<file path="config.mk">
export PLATFORM = sky130hd
export DESIGN_NAME = lit_trim_regs
export DESIGN_NICKNAME = d
export VERILOG_FILES = /design/src/lit_pkg.sv /design/src/lit_settle_timer.sv /design/src/lit_trim_regs.sv
export VERILOG_INCLUDE_DIRS = /design/src
export SDC_FILE = /design/constraint.sdc
export NUM_CORES = 1
export LEC_CHECK = 0
export BUFFER_PORTS_ARGS = -buffer_cell sky130_fd_sc_hd__buf_4
export CORE_MARGIN = 5
export CORE_UTILIZATION = 40
export CTS_CLUSTER_DIAMETER = 80
export DETAILED_ROUTE_END_ITERATION = 7
export PLACE_DENSITY = 0.6
export SYNTH_ARGS = -nofsm -noshare
export SYNTH_HDL_FRONTEND = slang
export SYNTH_SLANG_ARGS = --single-unit
</file>
<file path="constraint.sdc">
create_clock -name clk -period 2.59 [get_ports clk]
set_input_delay 0.3885 -clock clk [delete_from_list [all_inputs] [get_ports clk]]
set_output_delay 0.3885 -clock clk [all_outputs]
set_load 0.02 [all_outputs]
</file>
<file path="src/lit_map.svh">
// register offsets, field positions, reset values and timing counts of the trim register bank
`ifndef LIT_MAP_SVH
`define LIT_MAP_SVH

// ----------------------------------------------------------------------
// register offsets
// ----------------------------------------------------------------------
`define LIT_OFS_CTRL1       8'h60
`define LIT_OFS_CTRL2       8'h61
`define LIT_OFS_RING        8'h62
`define LIT_OFS_TIP         8'h63
`define LIT_OFS_DIFF        8'h64
`define LIT_OFS_CM          8'h65
`define LIT_OFS_ILIM        8'h66
`define LIT_OFS_MON         8'h67
`define LIT_OFS_ANA         8'h68

// ----------------------------------------------------------------------
// field positions
// ----------------------------------------------------------------------
`define LIT_BIT_FULL        6
`define LIT_BIT_SPEEDUP     5
`define LIT_SEL_MSB         4
`define LIT_NUM_CAL         10

// ----------------------------------------------------------------------
// reset values
// ----------------------------------------------------------------------
`define LIT_RST_RING        5'h10
`define LIT_RST_TIP         5'h10
`define LIT_RST_DIFF        5'h00
`define LIT_RST_CM          5'h11
`define LIT_RST_ILIM        4'h8
`define LIT_RST_MON         8'h00
`define LIT_RST_ANA         4'h0

// ----------------------------------------------------------------------
// timing
// ----------------------------------------------------------------------
`define LIT_CLK_KHZ         200000
`define LIT_SETTLE_LONG_MS  300
`define LIT_SETTLE_SHORT_MS 30
`define LIT_SETTLE_LONG_CYC (`LIT_SETTLE_LONG_MS * `LIT_CLK_KHZ)
`define LIT_SETTLE_SHORT_CYC (`LIT_SETTLE_SHORT_MS * `LIT_CLK_KHZ)

`endif

</file>
<file path="src/lit_pkg.sv">
// types shared by the trim register bank
`default_nettype none

package lit_pkg;

   // ----------------------------------------------------------------------
   // sequencer states
   // ----------------------------------------------------------------------
   typedef enum logic [1:0] {
      LIT_IDLE,
      LIT_SETTLE,
      LIT_RUN,
      LIT_WAIT
   } lit_state_t;

endpackage

`default_nettype wire

</file>
<file path="src/lit_settle_timer.sv">
// battery settling timer with long and short wait
`timescale 1ns/100ps
`default_nettype none

module lit_settle_timer #(
   parameter int unsigned LONG_CYC = 60000000,
   parameter int unsigned SHORT_CYC = 6000000
) (
   // clock and reset
   input wire logic clk,
   input wire logic rst,
   // control
   input wire logic start,
   input wire logic speedup,
   // status
   output logic busy,
   output logic done
);

   logic [31:0] cnt_reg;
   logic busy_reg;

   // ----------------------------------------------------------------------
   // countdown
   // ----------------------------------------------------------------------
   always_ff @(posedge clk) begin
      if (rst) begin
         cnt_reg <= 32'h00000000;
      end else if (start) begin
         cnt_reg <= speedup ? 32'(SHORT_CYC - 1) : 32'(LONG_CYC - 1);
      end else if (busy_reg && cnt_reg != 32'h00000000) begin
         cnt_reg <= cnt_reg - 32'h00000001;
      end
   end

   always_ff @(posedge clk) begin
      if (rst) begin
         busy_reg <= 1'b0;
      end else if (start) begin
         busy_reg <= 1'b1;
      end else if (busy_reg && cnt_reg == 32'h00000000) begin
         busy_reg <= 1'b0;
      end
   end

   assign busy = busy_reg;
   assign done = busy_reg && cnt_reg == 32'h00000000 && !start;
endmodule

`default_nettype wire

</file>
<file path="src/lit_trim_regs.sv">
// calibration control, status and trim result registers with calibration sequencer
// Summary of operation
// - writing one to bit 6 of control 1 starts a full system calibration
// - bit 6 reads one while full calibration runs, zero when finished
// - battery settling wait is 300 ms, or 30 ms when speedup bit set
// - each trim select bit reads one while enabled or running, cleared on completion
// - control 1 bit 4 selects ring gain mismatch calibration
// - control 1 bit 3 selects tip gain mismatch calibration
// - control 1 bit 2 selects differential dac gain calibration
// - control 1 bit 1 selects common mode dac gain calibration
// - control 2 bits 4 and 3 select monitor adc calibrations one and two
// - control 2 bit 2 starts voice dac offset calibration, reads one until done
// - control 2 bit 1 starts voice adc offset calibration, reads one until done
// - control 2 bit 0 starts longitudinal balance calibration, reads one until done
// - ring mismatch result is 5 bits at 4:0, reset 0x10
// - tip mismatch result is 5 bits at 4:0, reset 0x10
// - differential dac gain result is 5 bits at 4:0
// - common mode dac gain result is 5 bits at 4:0, reset 0x11
// - current limit result is 4 bits at 3:0, reset 0x08
// - monitor offsets: first at 7:4, second at 3:0, both writable
// - analog offset bits 3..0 writable, reset zero
// - reserved bits read zero, writes to them ignored
`timescale 1ns/100ps
`default_nettype none
`include "lit_map.svh"

module lit_trim_regs #(
   parameter int unsigned SETTLE_LONG_CYC = `LIT_SETTLE_LONG_CYC,
   parameter int unsigned SETTLE_SHORT_CYC = `LIT_SETTLE_SHORT_CYC,
   parameter int unsigned NUM_CAL = `LIT_NUM_CAL
) (
   // clock and reset
   input wire logic clk,
   input wire logic rst,
   // register port
   input wire logic reg_wr,
   input wire logic reg_rd,
   input wire logic [7:0] reg_addr,
   input wire logic [7:0] reg_wdata,
   output logic [7:0] reg_rdata,
   // analog calibration engines
   output logic [NUM_CAL-1:0] cal_req,
   output logic settle_active,
   input wire logic cal_done,
   input wire logic [4:0] cal_value,
   // trim values to the analog side
   output logic [4:0] ring_mismatch_value,
   output logic [4:0] tip_mismatch_value,
   output logic [4:0] diff_gain_value,
   output logic [4:0] cm_gain_value,
   output logic [3:0] current_limit_value,
   output logic [3:0] monitor_offset_value1,
   output logic [3:0] monitor_offset_value2,
   output logic converter_out_offset_pos,
   output logic converter_out_offset_neg,
   output logic converter_in_offset_pos,
   output logic converter_in_offset_neg
);

   // ----------------------------------------------------------------------
   // helpers
   // ----------------------------------------------------------------------
   function automatic logic [3:0] lowest_set(input logic [NUM_CAL-1:0] v);
      logic [3:0] idx;
      idx = 4'h0;
      for (int i = NUM_CAL - 1; i >= 0; i--) begin
         if (v[i]) begin
            idx = 4'(i);
         end
      end
      return idx;
   endfunction

   function automatic logic hit(input logic [7:0] a, input logic [7:0] ofs);
      return a == ofs;
   endfunction

   // ----------------------------------------------------------------------
   // storage
   // ----------------------------------------------------------------------
   lit_pkg::lit_state_t state_reg;
   logic full_reg;
   logic speedup_reg;
   logic [NUM_CAL-1:0] sel_reg;
   logic [NUM_CAL-1:0] sel_next;
   logic [NUM_CAL-1:0] sel_set;
   logic [NUM_CAL-1:0] sel_clr;
   logic [3:0] act_reg;
   logic [NUM_CAL-1:0] req_reg;
   logic [4:0] ring_reg;
   logic [4:0] tip_reg;
   logic [4:0] diff_reg;
   logic [4:0] cm_reg;
   logic [3:0] ilim_reg;
   logic [7:0] mon_reg;
   logic [3:0] ana_reg;
   logic [7:0] rdata_reg;
   logic [7:0] rd_mux;
   logic wr1;
   logic wr2;
   logic full_set;
   logic any_set;
   logic done_hit;
   logic timer_start;
   logic timer_busy;
   logic timer_done;
   logic speedup_now;

   // ----------------------------------------------------------------------
   // write decode
   // ----------------------------------------------------------------------
   assign wr1 = reg_wr && hit(reg_addr, `LIT_OFS_CTRL1);
   assign wr2 = reg_wr && hit(reg_addr, `LIT_OFS_CTRL2);
   assign full_set = wr1 && reg_wdata[`LIT_BIT_FULL];
   assign done_hit = state_reg == lit_pkg::LIT_WAIT && cal_done;
   // speedup written together with a start applies to that start
   assign speedup_now = wr1 ? reg_wdata[`LIT_BIT_SPEEDUP] : speedup_reg;

   always_comb begin
      sel_set = '0;
      sel_clr = '0;
      if (full_set) begin
         sel_set = '1;
      end
      if (wr1) begin
         sel_set[4:0] = sel_set[4:0] | reg_wdata[`LIT_SEL_MSB:0];
      end
      if (wr2) begin
         sel_set[9:5] = reg_wdata[`LIT_SEL_MSB:0];
      end
      if (done_hit) begin
         sel_clr[act_reg] = 1'b1;
      end
      sel_next = (sel_reg & ~sel_clr) | sel_set;
   end

   assign any_set = |sel_set;
   assign timer_start = state_reg == lit_pkg::LIT_IDLE && any_set;

   // ----------------------------------------------------------------------
   // sequencer
   // ----------------------------------------------------------------------
   always_ff @(posedge clk) begin
      if (rst) begin
         state_reg <= lit_pkg::LIT_IDLE;
      end else begin
         case (state_reg)
            lit_pkg::LIT_IDLE: begin
               if (any_set) begin
                  state_reg <= lit_pkg::LIT_SETTLE;
               end
            end
            lit_pkg::LIT_SETTLE: begin
               if (timer_done) begin
                  state_reg <= lit_pkg::LIT_RUN;
               end
            end
            lit_pkg::LIT_RUN: begin
               if (sel_reg == '0 && !any_set) begin
                  state_reg <= lit_pkg::LIT_IDLE;
               end else if (sel_reg != '0) begin
                  state_reg <= lit_pkg::LIT_WAIT;
               end
            end
            lit_pkg::LIT_WAIT: begin
               if (cal_done) begin
                  state_reg <= lit_pkg::LIT_RUN;
               end
            end
            default: begin
               state_reg <= lit_pkg::LIT_IDLE;
            end
         endcase
      end
   end

   always_ff @(posedge clk) begin
      if (rst) begin
         act_reg <= 4'h0;
         req_reg <= '0;
      end else if (state_reg == lit_pkg::LIT_RUN && sel_reg != '0) begin
         act_reg <= lowest_set(sel_reg);
         req_reg <= NUM_CAL'(1) << lowest_set(sel_reg);
      end else if (done_hit) begin
         req_reg <= '0;
      end
   end

   // ----------------------------------------------------------------------
   // control and status bits
   // ----------------------------------------------------------------------
   always_ff @(posedge clk) begin
      if (rst) begin
         sel_reg <= '0;
      end else begin
         sel_reg <= sel_next;
      end
   end

   always_ff @(posedge clk) begin
      if (rst) begin
         full_reg <= 1'b0;
      end else if (full_set) begin
         full_reg <= 1'b1;
      end else if (state_reg == lit_pkg::LIT_RUN && sel_reg == '0 && !any_set) begin
         full_reg <= 1'b0;
      end
   end

   always_ff @(posedge clk) begin
      if (rst) begin
         speedup_reg <= 1'b0;
      end else if (wr1) begin
         speedup_reg <= reg_wdata[`LIT_BIT_SPEEDUP];
      end
   end

   // ----------------------------------------------------------------------
   // result fields
   // ----------------------------------------------------------------------
   always_ff @(posedge clk) begin
      if (rst) begin
         ring_reg <= `LIT_RST_RING;
         tip_reg <= `LIT_RST_TIP;
         diff_reg <= `LIT_RST_DIFF;
         cm_reg <= `LIT_RST_CM;
         ilim_reg <= `LIT_RST_ILIM;
         mon_reg <= `LIT_RST_MON;
      end else begin
         if (reg_wr) begin
            if (hit(reg_addr, `LIT_OFS_RING)) begin
               ring_reg <= reg_wdata[4:0];
            end
            if (hit(reg_addr, `LIT_OFS_TIP)) begin
               tip_reg <= reg_wdata[4:0];
            end
            if (hit(reg_addr, `LIT_OFS_DIFF)) begin
               diff_reg <= reg_wdata[4:0];
            end
            if (hit(reg_addr, `LIT_OFS_CM)) begin
               cm_reg <= reg_wdata[4:0];
            end
            if (hit(reg_addr, `LIT_OFS_ILIM)) begin
               ilim_reg <= reg_wdata[3:0];
            end
            if (hit(reg_addr, `LIT_OFS_MON)) begin
               mon_reg <= reg_wdata;
            end
         end
         // a finishing calibration overrides only a write to its own field
         if (done_hit) begin
            case (act_reg)
               4'h0: ilim_reg <= cal_value[3:0];
               4'h1: cm_reg <= cal_value;
               4'h2: diff_reg <= cal_value;
               4'h3: tip_reg <= cal_value;
               4'h4: ring_reg <= cal_value;
               4'h8: mon_reg[3:0] <= cal_value[3:0];
               4'h9: mon_reg[7:4] <= cal_value[3:0];
               default: begin
               end
            endcase
         end
      end
   end

   always_ff @(posedge clk) begin
      if (rst) begin
         ana_reg <= `LIT_RST_ANA;
      end else if (reg_wr && hit(reg_addr, `LIT_OFS_ANA)) begin
         ana_reg <= reg_wdata[3:0];
      end
   end

   // ----------------------------------------------------------------------
   // read back
   // ----------------------------------------------------------------------
   always_comb begin
      rd_mux = 8'h00;
      case (reg_addr)
         `LIT_OFS_CTRL1: rd_mux = {1'b0, full_reg, speedup_reg, sel_reg[4:0]};
         `LIT_OFS_CTRL2: rd_mux = {3'h0, sel_reg[9:5]};
         `LIT_OFS_RING: rd_mux = {3'h0, ring_reg};
         `LIT_OFS_TIP: rd_mux = {3'h0, tip_reg};
         `LIT_OFS_DIFF: rd_mux = {3'h0, diff_reg};
         `LIT_OFS_CM: rd_mux = {3'h0, cm_reg};
         `LIT_OFS_ILIM: rd_mux = {4'h0, ilim_reg};
         `LIT_OFS_MON: rd_mux = mon_reg;
         `LIT_OFS_ANA: rd_mux = {4'h0, ana_reg};
         default: rd_mux = 8'h00;
      endcase
   end

   always_ff @(posedge clk) begin
      if (rst) begin
         rdata_reg <= 8'h00;
      end else if (reg_rd) begin
         rdata_reg <= rd_mux;
      end
   end

   // ----------------------------------------------------------------------
   // settling timer
   // ----------------------------------------------------------------------
   lit_settle_timer #(
      .LONG_CYC(SETTLE_LONG_CYC),
      .SHORT_CYC(SETTLE_SHORT_CYC)
   ) u_settle (
      .clk(clk),
      .rst(rst),
      .start(timer_start),
      .speedup(speedup_now),
      .busy(timer_busy),
      .done(timer_done)
   );

   // ----------------------------------------------------------------------
   // outputs
   // ----------------------------------------------------------------------
   assign reg_rdata = rdata_reg;
   assign cal_req = req_reg;
   assign settle_active = timer_busy;
   assign ring_mismatch_value = ring_reg;
   assign tip_mismatch_value = tip_reg;
   assign diff_gain_value = diff_reg;
   assign cm_gain_value = cm_reg;
   assign current_limit_value = ilim_reg;
   assign monitor_offset_value1 = mon_reg[7:4];
   assign monitor_offset_value2 = mon_reg[3:0];
   assign converter_out_offset_pos = ana_reg[3];
   assign converter_out_offset_neg = ana_reg[2];
   assign converter_in_offset_pos = ana_reg[1];
   assign converter_in_offset_neg = ana_reg[0];
endmodule

`default_nettype wire

</file>
* After elaboration in Yosys (flattened, before gate mapping)
Index checks and enable logic that the tools add are counted.
Cells by class: shifts and indexed selects 1, reduce and logical (&&, ||, !) cells 28, multiplexer cells 60, bitwise logic cells 4, equality and inequality tests 22, $lt $le $gt $ge 2, add/sub/neg operators 1
Operators by type and width (number):
- 5-bit two-way mux | 18
- 8-bit by 7-bit equality test with 1-bit output (second input constant) | 9
- 4-bit two-way mux | 18
- 8-bit case mux with 9 select lines | 1
- 32-bit two-way mux | 2
- 10-bit two-way mux | 4
- 32-bit logical NOT | 1
- 32-bit nonzero test | 1
- 32-bit by 1-bit subtractor with 32-bit output (second input constant) | 1
- 26-bit two-way mux | 1
- 8-bit two-way mux | 3
- 1-bit logical AND | 14
- 10-bit bitwise AND | 1
- 10-bit logical NOT | 1
- 2-bit two-way mux | 5
- 10-bit inverter | 1
- 10-bit bitwise OR | 1
- 10-bit nonzero test | 1
- 10-bit OR reduction | 1
- 1-bit by 4-bit << shifter with 10-bit output (first input constant) | 1
- 4-bit by 2-bit equality test with 1-bit output (second input constant) | 2
- 4-bit equality test (second input constant) | 2
- 2-bit case mux with 4 select lines | 1
- 2-bit nonzero test | 4
- other kinds (15) | 24
Storage, ports and cells: flip-flop bits (word level) 105, input port bits 26, word-level logic and storage cells 134, output and inout bits 55

* Longest topological paths before layout
Gate-level depths: netlist of run 1.
word-level depth 14, mapped depth 8, depth with buffers taken out 8

* By module
A second synthesis of run 1 with hierarchy kept.
Second synthesis, totals: cell total of the unflattened synthesis 652, area total of the unflattened synthesis 5585.4 sq um
By module, submodules not included:
- lit_trim_regs | times used 1, cells an instance 445, area an instance 3782.4 sq um, sequential area each 1441.4 sq um
- lit_settle_timer | times used 1, cells an instance 207, area an instance 1803.0 sq um, sequential area each 660.6 sq um

* Least setup slack after synthesis of run 1
No wires, ideal clock.
kind input to register, start input port reg_wdata[0], end register u_settle.cnt_reg[15], stages on the path 6, slack 596 ps, path buffers 2, arrival 1857 ps, required time 2453 ps, setup time 137 ps, cells stage by stage clkbuf_1 > or4_1 > o31a_1 > nand2_1 > clkbuf_1 > a31oi_1
Between the ends: cells in the longest elaborated chain, start to end 5, elaborated cells between the ends (all ways) 7, classes of those cells mux: 3; bitwise: 1; reduce/logical: 3
Ends and longest elaborated chain:
- from (decl) | RTL line lit_trim_regs.sv:39 | input wire logic [7:0] reg_wdata,
- 5-bit bitwise OR | RTL line lit_trim_regs.sv:126 | sel_set[4:0] = sel_set[4:0] | reg_wdata[`LIT_SEL_MSB:0];
- 5-bit two-way mux | RTL line lit_trim_regs.sv:125 | if (wr1) begin
- 10-bit OR reduction (*) | RTL line lit_trim_regs.sv:137 | assign any_set = |sel_set;
- 1-bit logical AND (*) | RTL line lit_trim_regs.sv:138 | assign timer_start = state_reg == lit_pkg::LIT_IDLE && any_set;
- 32-bit two-way mux or 2-bit nonzero test (tied branches)
- to (signal assigned) | RTL line lit_settle_timer.sv:30 | cnt_reg <= speedup ? 32'(SHORT_CYC - 1) : 32'(LONG_CYC - 1);
- to (signal assigned) | RTL line lit_settle_timer.sv:32 | cnt_reg <= cnt_reg - 32'h00000001;
- to (decl) | RTL line lit_settle_timer.sv:20 | logic [31:0] cnt_reg;
Every way passes the cells marked *; elsewhere a longest branch is shown, timed or not. A chain may end at the register's enable or synchronous reset.

* Worst setup path in the final report of run 1
start register u_settle.cnt_reg[7], end register u_settle.cnt_reg[25]
Between the ends: cells in the longest elaborated chain, start to end 3, elaborated cells between the ends (all ways) 6, classes of those cells add/sub: 1; mux: 2; reduce/logical: 3
Ends and longest elaborated chain:
- 32-bit by 1-bit subtractor with 32-bit output or 32-bit nonzero test (tied branches) | RTL line lit_settle_timer.sv:32, lit_settle_timer.sv:31
- 32-bit two-way mux or 1-bit logical AND (tied branches) | RTL line lit_settle_timer.sv:31 | end else if (busy_reg && cnt_reg != 32'h00000000) begin
- 32-bit two-way mux or 2-bit nonzero test (tied branches)
Parallel ways exist; a longest one is shown, timed or not. The select of a mux whose other input is x is not followed.

==> flow_metrics.py, run 1 <==
metrics = {
    "outcome": {
        "result_of_the_run": "complete, no violations",
    },
    "finish": {
        "final_nets": 704,
        "largest_reg_flops": 32,
        "num_antenna_cells": 0,
        "layout.cell_area.non_filler_sq_um": 6330,
        "layout.core_utilization_pct": 49.75,
        "syn2layout_area_growth_pct": 21.03,
        "post_route_cells_drive_above_1_share_pct": 19.94,
    },
    "global_route": {
        "grt.overflow.total": 0,
        "grt_start_max_net_pins": 45,
        "vias_in_the_first_global_route": 4624,
        "global_routing_usage_summed_across_all_routing_layers_pct": 19.14,
        "initial_antenna_violation_count": 0,
        "grt_first_pass_wirelength_microns": 24410,
    },
    "clock_network": {
        "number_of_hold_buffers_added_after_cts": 0,
        "clock_insertion_delay_worst_skew_ns": 0.36,
        "postCtsSetupBuffers": 0,
        "ctsLongestPathBuffers": 2,
        "cts-htree-levels": 3,
        "cts_num_sinks": 105,
        "clock_tree_from_tritoncts": "done",
        "cts-resized-gates": 0,
        "cts-buffers-inserted": 9,
        "clk_root_buffer_cell": "clkbuf_16",
        "clk_pin_slew_ns": 0.07,
    },
    "critical_path": {
        "cp_max_fo": 8,
        "timing.critical_path.to_type": "flop",
        "cp-start-kind": "flop",
        "reg2reg_slack_ns": 0.32,
        "reg2regPathDepth": 6,
        "path_cells": "nor4_1 -> and3_1 -> o2111ai_2 -> or3_1 -> xor2_1 -> a21oi_1",
        "worst_r2r_startpoint": "u_settle.cnt_reg[7]",
        "worst-endpoint-required_ns": 2.88,
        "path_class": "flop to flop",
        "r2r_end": "u_settle.cnt_reg[25]",
        "crit_slowest_cell": "nor4_1",
        "crit_cells": 6,
        "critical_path.max_stage_delay_ns": 0.47,
        "cp_data_arrival_time_ns": 2.56,
        "number_of_buffers_and_inverters_on_the_critical_path": 0,
        "critical-path-top-delay-family": "simple AND/OR/NAND/NOR gates",
    },
    "sta": {
        "postLayoutSetupSlackWorst_ns": 0.3183,
        "worst_slew_margin_rel_pct": 61.19,
        "slew_worst_pin_ns": 0.5800,
        "layout_worst_path_cycle_share_pct": 87.71,
        "fmax_ghz": 0.4402,
        "min_period_ns": 2.272,
        "fin_skew_ns": 0.008753,
        "hold_viol_final": 0,
        "setup_viol_count_final": 0,
        "maxSlewViolCount": 0,
        "rsz0062_at_grt": "no",
        "timing.setup.tns_ns": 0,
    },
    "pwr": {
        "net-switching-power_uw": 755.3,
        "ir_drop_v": 0.0002531,
        "totalPowerFinal_uw": 3222,
        "swShare_pct": 23.45,
        "p_clk_share_pct": 43.8,
        "static-leakage-power_uw": 0.002571,
        "power_frac_comb_pct": 5.9,
        "seq_power_share_pct": 50.3,
        "power_density_over_the_cells_nw_per_um2": 508.9,
        "cellInternalPower_uw": 2466,
    },
    "yosys": {
        "synth_enable_flop_cells": 0,
        "synth_fp_nets": 631,
        "synth.cell_area_sq_um": 5230,
        "synth_largest_area_cell": "dfxtp_1",
        "synth_top_flop_cell": "dfxtp_1",
        "netlist_instances": 604,
        "seq_total_area_yosys_pct": 40.19,
        "netlist_top_cells_count": "dfxtp_1, nor2_1, a21oi_1",
        "synth_cell_type_count": 61,
        "synthTopCellsByArea": "dfxtp_1, mux2i_1, a21oi_1",
        "ys_seq_elements": 105,
        "synthesis.area_per_instance_sq_um": 8.659,
        "yosysMostFrequentCell": "dfxtp_1",
        "synth-warning-count": 0,
        "synth-async-reset-ratio_pct": 0,
        "synth_top_area_share_pct": 40.19,
    },
    "detailed_routing": {
        "drt-initial-drc-count": 372,
        "remaining_drc_errors": 0,
        "via_per_inst": 5.585,
        "route.final.wire_length_microns": 14850,
        "drt-wirelength-per-cell_microns": 17.39,
        "detail-route-antenna-nets": 0,
        "drt_pre_antenna_iters": 4,
        "num_vias": 4770,
    },
    "hold_path": {
        "worst_hold_path_type": "input port to flop",
        "hold_start": "cal_value[4]",
        "terminating_pin_of_the_worst_hold_path": "diff_gain_value[4]",
        "whs_path_depth": 3,
    },
    "flow_run": {
        "max-cap-violations": 0,
    },
    "floorplan": {
        "die_height_microns": 124.3,
        "rows": 41,
        "design.core.area_sq_um": 12720,
        "effective_utilization_at_floorplan_pct": 41.11,
        "fp.dieArea_sq_um": 15460,
        "die_width_microns": 124.3,
        "ios": 81,
    },
    "placed_design": {
        "buffer_ports.inserted": 80,
        "dpl_worst_slack_ns": 0.3393,
        "post_dp_cell_area_sq_um": 6025,
        "gp_congestion": 0.8554,
        "dp_hpwl_microns": 10700,
    },
}
## tightest hold or removal path, cell delays in order
cell and delay, ns:
buf_4 0.11, a21oi_1 0.06, nor2_1 0.07
## worst max-delay path by stage
stage,from,slack (ns),to
after global placement,sel_reg[2],0.44,cal_req[0]
final,u_settle.cnt_reg[7],0.32,u_settle.cnt_reg[25]
after floorplan,reg_wdata[0],0.60,u_settle.cnt_reg[15]
after detailed placement,reg_addr[7],0.34,u_settle.cnt_reg[18]
after global routing,u_settle.cnt_reg[7],0.08,u_settle.cnt_reg[26]
after CTS,u_settle.cnt_reg[7],0.35,u_settle.cnt_reg[23]
## area by class of cell
type | count | area (sq um)
flip-flops and latches | 105 | 2102
fillers | 1254 | 6392
repair buffers | 96 | 720.7
well taps | 172 | 215.2
clock inverters | 6 | 66.31
multi-input cells | 455 | 2949
inverters | 10 | 37.54
clock buffers | 10 | 239.0
## power groups by stage
| stage | Sequential [uW] | Combinational [uW] | Clock (uW) |
|---|---|---|---|
| 3_5_place_dp | 1660 | 188 | 0 |
| 4_1_cts | 1620 | 189 | 1440 |
| 3_3_place_gp | 1660 | 185 | 0 |
| 5_1_grt | 1620 | 206 | 1500 |
| 2_1_floorplan | 1660 | 108 | 0 |
| 6_report | 1620 | 190 | 1410 |
## metal layers
layer	global-route usage [%]	up-vias	part of all wire, %
met5	0	-	0
met4	6.641	0	1.6
met3	3.431	16	5.1
met2	29.68	129	45
met1	26.76	2304	48
li1	-	2321	-
## logic make-up after synthesis
| logic type | Yosys count | synth area share (%) |
|---|---|---|
| and+or+nand+nor | 246 | 24.40 |
| AOI/OAI and AO/OA | 131 | 15.36 |
| DFF | 105 | 40.19 |
| muxes | 52 | 12.20 |
| buffers and inverters | 44 | 3.421 |
| xor gates and xnor gates | 25 | 4.187 |
| adders and majority gates | 1 | 0.2392 |
## cell usage in the layout, fill, tap and decap left out, types with 12 or more instances in the layout
| cell type | netlist | routed |
|---|---|---|
| nand2_1 | 44 | 44 |
| buf_4 | 1 | 96 |
| nor2b_1 | 13 | 13 |
| mux2i_1 | 42 | 42 |
| a21oi_1 | 63 | 63 |
| nor2_1 | 83 | 83 |
| o21ai_0 | 24 | 24 |
| xnor2_1 | 12 | 12 |
| dfxtp_1 | 105 | 105 |
| nand2b_1 | 17 | 17 |
| nand4_1 | 12 | 12 |
| a211oi_1 | 14 | 14 |
| nand3_1 | 14 | 14 |
| xor2_1 | 13 | 13 |
## stage by stage
stage | cells | hold slack (ns)
finish | 854 | 0.3044
global route | 854 | 0.3213
CTS | 854 | 0.2957
detailed placement | 838 | 0.4523
global placement | 838 | 0.4444
floorplan | 604 | 0.4443
Power figures use the tool's default switching activity.
==> inputs of run 2 (changes only) <==
--- a/config.mk
+++ b/config.mk
@@ -6,12 +6,14 @@
 export SDC_FILE = /design/constraint.sdc
 export NUM_CORES = 1
 export LEC_CHECK = 0
+export ABC_AREA = 1
 export BUFFER_PORTS_ARGS = -buffer_cell sky130_fd_sc_hd__buf_4
 export CORE_MARGIN = 5
 export CORE_UTILIZATION = 40
 export CTS_CLUSTER_DIAMETER = 80
 export DETAILED_ROUTE_END_ITERATION = 7
-export PLACE_DENSITY = 0.6
+export PLACE_DENSITY = 0.59
+export SLEW_MARGIN = 20
 export SYNTH_ARGS = -nofsm -noshare
 export SYNTH_HDL_FRONTEND = slang
 export SYNTH_SLANG_ARGS = --single-unit
==> constraint.sdc (replaced) <==
create_clock -name clk -period 2.59 [get_ports clk]
set_input_delay 0.518 -clock clk [delete_from_list [all_inputs] [get_ports clk]]
set_output_delay 0.518 -clock clk [all_outputs]
set_load 0.02 [all_outputs]
==> run 2 against run 1 <==
Effect of this change: worst setup slack gained 0.16 ns; via count is 24% higher; highest routed layer unchanged; final area rose by 9.7%; synthesized cell count is 45% higher; register-to-register slack gained 0.16 ns; largest power group unchanged; critical path type unchanged.
==> flow_metrics.py, run 2 <==
metrics = {
    "yosys": {
        "synthTopCellsByArea": "dfxtp_1, nand2_1, inv_1",
        "yosysMostFrequentCell": "nand2_1",
        "netlist_top_cells_count": "nand2_1, inv_1, dfxtp_1",
        "synth-async-reset-ratio_pct": 0,
        "seq_total_area_yosys_pct": 36.20,
        "synth_largest_area_cell": "dfxtp_1",
        "ys_seq_elements": 105,
        "synth_fp_nets": 905,
        "synth_top_area_share_pct": 36.20,
        "synth-warning-count": 0,
        "synthesis.area_per_instance_sq_um": 6.614,
        "netlist_instances": 878,
        "synth_cell_type_count": 46,
        "synth_top_flop_cell": "dfxtp_1",
        "synth_enable_flop_cells": 0,
        "synth.cell_area_sq_um": 5807,
    },
    "floorplan": {
        "rows": 44,
        "effective_utilization_at_floorplan_pct": 40.41,
        "die_height_microns": 130.5,
        "fp.dieArea_sq_um": 17030,
        "design.core.area_sq_um": 14370,
        "die_width_microns": 130.5,
        "ios": 81,
    },
    "placed_design": {
        "buffer_ports.inserted": 80,
        "dp_cells": 1134,
        "dp_hpwl_microns": 13660,
        "gp_congestion": 0.8921,
    },
    "sta": {
        "min_period_ns": 2.109,
        "fmax_ghz": 0.4743,
        "slew_worst_pin_ns": 0.5454,
        "rsz0062_at_grt": "no",
        "worst_slew_margin_rel_pct": 63.31,
        "maxSlewViolCount": 0,
        "layout_worst_path_cycle_share_pct": 81.41,
        "timing.setup.tns_ns": 0,
        "setup_viol_count_final": 0,
        "fin_skew_ns": 0.008555,
        "hold_viol_final": 0,
        "fin_worst_hold_slack_ns": 0.4215,
    },
    "critical_path": {
        "cp_common_cell": "inv_1",
        "critical_path.startpoint": "u_settle.cnt_reg[0]",
        "crit_cells": 12,
        "number_of_buffers_and_inverters_on_the_critical_path": 4,
        "timing.critical_path.to_type": "flop",
        "critical_path.max_stage_delay_ns": 0.32,
        "path_cells": "inv_1 -> ha_1 -> nand3_1 -> inv_1 -> nand3_1 -> o21ai_4 -> buf_4 -> nor2_1 -> nand2_1 -> o211ai_1 -> nand2_1 -> inv_1",
        "worst_r2r_startpoint": "u_settle.cnt_reg[0]",
        "cp_max_fo": 12,
        "reg2reg_slack_ns": 0.48,
        "crit_slowest_cell": "dfxtp_1",
        "cp-start-kind": "flop",
        "reg2regPathDepth": 12,
        "cp_data_arrival_time_ns": 2.36,
        "worst-endpoint-required_ns": 2.84,
        "critical-path-top-delay-family": "simple AND/OR/NAND/NOR gates",
        "r2r_end": "u_settle.cnt_reg[5]",
        "worst_setup_path_endpoint": "u_settle.cnt_reg[5]",
        "path_class": "flop to flop",
    },
    "clock_network": {
        "clk_pin_slew_ns": 0.07,
        "cts-htree-levels": 3,
        "cts-buffers-inserted": 9,
        "clock_tree_from_tritoncts": "done",
        "clock_insertion_delay_worst_skew_ns": 0.35,
        "postCtsSetupBuffers": 0,
        "clk_root_buffer_cell": "clkbuf_16",
        "cts_num_sinks": 105,
        "ctsLongestPathBuffers": 2,
        "cts-resized-gates": 0,
        "number_of_hold_buffers_added_after_cts": 0,
    },
    "global_route": {
        "grt_first_pass_wirelength_microns": 29080,
        "global_routing_usage_summed_across_all_routing_layers_pct": 21.75,
        "grt.overflow.total": 0,
        "vias_in_the_first_global_route": 5439,
        "grt_start_max_net_pins": 52,
        "initial_antenna_violation_count": 0,
    },
    "finish": {
        "num_antenna_cells": 0,
        "layout_commonest_cell": "nand2_1",
        "area_taken_by_multi_input_logic_gates_sq_um": 3085,
        "layout_common_cells": "nand2_1, inv_1, dfxtp_1, nor2_1, buf_4",
        "syn2layout_area_growth_pct": 19.59,
        "seq_area_sq_um": 2102,
        "final_cell_count_no_fill": 1150,
        "final_nets": 988,
        "post_route_cells_drive_above_1_share_pct": 15.42,
        "largest_reg_flops": 32,
        "fill_cells": 1524,
    },
    "detailed_routing": {
        "via_per_inst": 5.143,
        "drt_pre_antenna_iters": 5,
        "detail-route-antenna-nets": 0,
        "route.final.wire_length_microns": 18120,
        "num_vias": 5915,
        "drt-initial-drc-count": 551,
        "remaining_drc_errors": 0,
        "drt-wirelength-per-cell_microns": 15.76,
    },
    "pwr": {
        "static-leakage-power_uw": 0.003350,
        "ir_drop_v": 0.0002931,
        "power_density_over_the_cells_nw_per_um2": 507.8,
    },
    "outcome": {
        "result_of_the_run": "complete, no violations",
    },
    "hold_path": {
        "worst_hold_path_type": "input port to flop",
    },
    "flow_run": {
        "max-cap-violations": 0,
    },
}
run 2: changes by cell type in the layout (fill, tap and decap cells not counted), moves of 17 or more:
cell / before / now
inv_1: 10 / 128
mux2i_1: 42 / 1
nand2_1: 44 / 192
nand2b_1: 17 / 0
nand3_1: 14 / 53
nor2_1: 83 / 101
o211ai_1: 0 / 24
o21ai_0: 24 / 65
run 2: area by class of cell:
| type | count | area share, % |
|---|---|---|
| Tap cell | 184 | 3.315 |
| Inverter | 133 | 7.189 |
| Sequential cell | 105 | 30.27 |
| Multi-Input combinational cell | 618 | 44.43 |
| Clock inverter | 6 | 0.8288 |
| Clock buffer | 10 | 3.441 |
| Timing Repair Buffer | 94 | 10.52 |
run 2: worst min-delay path, cell delays in order:
cell	delay, ns
buf_4	0.09
o211ai_1	0.09
inv_1	0.05
run 2: how the worst min path moves through the flow:
stage | cells past startpoint | end | slack [ns] | start
floorplan | 2 | full_reg | 0.45 | full_reg
global placement | 2 | reg_rdata[1] | 0.45 | reg_rdata[1]
detailed placement | 2 | cal_req[3] | 0.46 | cal_req[3]
CTS | 3 | current_limit_value[0] | 0.42 | cal_value[0]
global route | 3 | ring_mismatch_value[1] | 0.43 | cal_value[1]
finish | 3 | current_limit_value[0] | 0.42 | cal_value[0]
run 2: power by group:
| group | internal [uW] | total, uW | switching [uW] |
|---|---|---|---|
| Sequential | 1630 | 1650 | 18.6 |
| Combinational | 164 | 477 | 313 |
| Clock | 770 | 1400 | 629 |
| Total | 2570 | 3530 | 961 |
run 2: kinds of logic (layout without fill, tap and decap cells):
family	after synthesis	count (layout)	share of synthesized area (%)
AOI/OAI and AO/OA	197	197	19.44
xor gates and xnor gates	16	16	2.413
adders and majority gates	1	1	0.2154
buffers and inverters	155	243	10.67
DFF	105	105	36.20
muxes	1	1	0.1724
and+or+nand+nor	403	403	30.90
run 2: stage by stage:
stage,setup slack (ns),power (uW),cell area (sq um),utilization (%)
floorplan,0.7002,2005,5807,-
global placement,0.2033,2160,6648,46.26
detailed placement,0.1845,2159,6648,46.26
CTS,0.4794,3555,6944,48.33
global route,0.2353,3687,6944,48.33
finish,0.4814,3526,6944,48.33
run 2: metal layers:
layer / GRT usage (%) / wire (microns) / up-vias / part of all wire, %
li1: - / - / 3032 / -
met5: 0 / 0 / - / 0
met3: 2.317 / 929 / 26 / 5.1
met2: 32.45 / 7844 / 168 / 43
met4: 7.562 / 393 / 0 / 2.2
met1: 32.52 / 8953 / 2689 / 49
==> inputs of run 3 (changes only) <==
--- a/config.mk
+++ b/config.mk
@@ -12,7 +12,7 @@
 export CORE_UTILIZATION = 40
 export CTS_CLUSTER_DIAMETER = 80
 export DETAILED_ROUTE_END_ITERATION = 7
-export PLACE_DENSITY = 0.59
+export PLACE_DENSITY = 0.61
 export SLEW_MARGIN = 20
 export SYNTH_ARGS = -nofsm -noshare
 export SYNTH_HDL_FRONTEND = slang
==> constraint.sdc (replaced) <==
create_clock -name clk -period 1.8 [get_ports clk]
set_input_delay 0.36 -clock clk [delete_from_list [all_inputs] [get_ports clk]]
set_output_delay 0.36 -clock clk [all_outputs]
set_load 0.02 [all_outputs]
==> run 3 against run 2 <==
Effect of this change: utilization rose by 8.7 points; sequential power rose by 44%; routed wire length rose by 7.2%; power rose by 47%; final cell count rose by 10%; clock power rose by 35%; critical path depth fell by 2; highest routed layer unchanged; critical endpoint is now u_settle.cnt_reg[27]; register-to-register slack got worse by 0.47 ns.
==> flow_metrics.py, run 3 (synthesis results as in run 2) <==
metrics = {
    "finish": {
        "area_taken_by_multi_input_logic_gates_sq_um": 3391,
        "layout.cell_area.non_filler_sq_um": 8195,
        "final_nets": 1103,
        "post_route_cells_drive_above_1_share_pct": 31.54,
        "fill_cells": 1382,
        "layout_common_cells": "buf_4, nand2_1, inv_1, dfxtp_1, nor2_1",
        "num_antenna_cells": 0,
        "layout.core_utilization_pct": 57.04,
        "seq_area_sq_um": 2116,
        "layout_commonest_cell": "buf_4",
        "largest_reg_flops": 32,
        "syn2layout_area_growth_pct": 41.13,
    },
    "pwr": {
        "cellInternalPower_uw": 3674,
        "net-switching-power_uw": 1504,
        "swShare_pct": 29.04,
        "p_clk_share_pct": 36.5,
        "power_density_over_the_cells_nw_per_um2": 631.7,
        "ir_drop_v": 0.0004563,
        "static-leakage-power_uw": 0.004013,
        "seq_power_share_pct": 45.8,
        "power_frac_comb_pct": 17.7,
    },
    "critical_path": {
        "timing.critical_path.to_type": "flop",
        "cp-start-kind": "flop",
        "reg2regPathDepth": 10,
        "reg2reg_slack_ns": 0.01,
        "path_class": "flop to flop",
        "cp_data_arrival_time_ns": 2.08,
        "cp_max_fo": 5,
        "worst-endpoint-required_ns": 2.09,
        "path_cells": "or2_4 -> nor2_4 -> nand3_4 -> o21ai_4 -> buf_6 -> nand2_8 -> buf_12 -> nand2_4 -> nand2_2 -> a21oi_2",
        "critical_path.max_stage_delay_ns": 0.36,
        "crit_slowest_cell": "dfxtp_4",
    },
    "clock_network": {
        "clk_pin_slew_ns": 0.08,
        "cts-htree-levels": 3,
        "cts_num_sinks": 105,
        "ctsLongestPathBuffers": 2,
        "cts-buffers-inserted": 9,
        "clock_insertion_delay_worst_skew_ns": 0.35,
        "clock_tree_from_tritoncts": "done",
        "clk_root_buffer_cell": "clkbuf_16",
    },
    "placed_design": {
        "gp_congestion": 0.9321,
        "dpl_worst_slack_ns": -0.3241,
        "dp_hpwl_microns": 14660,
        "post_dp_cell_area_sq_um": 7433,
        "buffer_ports.inserted": 80,
    },
    "global_route": {
        "grt_start_max_net_pins": 47,
        "initial_antenna_violation_count": 0,
        "grt.overflow.total": 0,
        "global_routing_usage_summed_across_all_routing_layers_pct": 22.62,
        "vias_in_the_first_global_route": 5953,
        "grt_first_pass_wirelength_microns": 30270,
    },
    "detailed_routing": {
        "drt_pre_antenna_iters": 5,
        "drt-initial-drc-count": 471,
        "detail-route-antenna-nets": 0,
        "num_vias": 6362,
        "drt-wirelength-per-cell_microns": 15.35,
        "via_per_inst": 5.029,
        "remaining_drc_errors": 0,
        "route.final.wire_length_microns": 19420,
    },
    "floorplan": {
        "die_width_microns": 130.5,
        "die_height_microns": 130.5,
        "ios": 81,
        "rows": 44,
        "effective_utilization_at_floorplan_pct": 40.41,
        "fp.dieArea_sq_um": 17030,
        "design.core.area_sq_um": 14370,
    },
    "outcome": {
        "result_of_the_run": "complete, no violations",
    },
    "sta": {
        "slew_worst_pin_ns": 0.8203,
        "rsz0062_at_grt": "yes",
        "worst_slew_margin_rel_pct": 45.11,
        "maxSlewViolCount": 0,
        "hold_viol_final": 0,
        "timing.setup.tns_ns": 0,
        "min_period_ns": 1.788,
        "fin_skew_ns": 0.01106,
        "fmax_ghz": 0.5594,
        "postLayoutSetupSlackWorst_ns": 0.01239,
        "layout_worst_path_cycle_share_pct": 99.31,
        "setup_viol_count_final": 0,
    },
    "hold_path": {
        "worst_hold_path_type": "input port to flop",
        "whs_path_depth": 3,
    },
    "flow_run": {
        "max-cap-violations": 0,
    },
}
run 3: cell types whose count changed in the layout (fill, tap and decap cells not counted), sizes merged:
cell	previous run	this run
buf	94	207
clkinv	5	3
bufinv	1	0
inv	132	134
clkbuf	10	11
clkinvlp	1	3
run 3: per-layer routing:
metal / wire length [microns] / track usage [%] / share of wire, % / up-vias
met5: 0 / 0 / 0 / -
met4: 391 / 7.381 / 2.0 / 0
met3: 1030 / 3.577 / 5.3 / 26
met2: 8834 / 35.03 / 45 / 164
met1: 9163 / 32.23 / 47 / 2904
li1: - / - / - / 3268
run 3: final timing paths:
path	from	end
setup / recovery	u_settle.cnt_reg[4]	u_settle.cnt_reg[27]
hold / removal	cal_value[0]	current_limit_value[0]
setup reg to reg	u_settle.cnt_reg[4]	u_settle.cnt_reg[27]
hold reg to reg	reg_rdata[0]	reg_rdata[0]
run 3: power by group through the flow:
stage	Sequential, uW	Combinational [uW]	Clock [uW]
finish	2370	917	1890
global route	2380	1000	2040
CTS	2370	840	1940
floorplan	2420	460	0
global placement	2420	809	0
detailed placement	2420	814	0
run 3: cell type report:
class	count	area share, %
tap	184	2.809
sequential	105	25.82
multi-input combinational	618	41.37
clock buffer	9	2.748
timing repair buffer	209	20.41
inverter	133	6.183
clock inverter	7	0.6565
run 3: metrics by stage:
| step | cells | hold WS [ns] | power (uW) |
|---|---|---|---|
| after floorplan | 878 | 0.4508 | 2885 |
| after global placement | 1237 | 0.4540 | 3232 |
| after detailed placement | 1237 | 0.4571 | 3238 |
| after CTS | 1255 | 0.2528 | 5152 |
| after global routing | 1265 | 0.2701 | 5414 |
| final | 1265 | 0.2629 | 5177 |
run 3: critical path, delay by kind of cell (launching register included):
kind / cells / cell delay, ns
and+or+nand+nor: 6 / 0.66
buffers and inverters: 2 / 0.30
AOI/OAI and AO/OA: 2 / 0.39
DFF: 1 / 0.36
run 3: repair_timing:
action | in CTS | in global routing
endpoints found under the setup margin | 12 | 46
gates cloned | 0 | 3
pin swaps | 5 | 33
setup buffers | 2 | 8
resized for setup | 13 | 98
hold buffers | 0 | 0
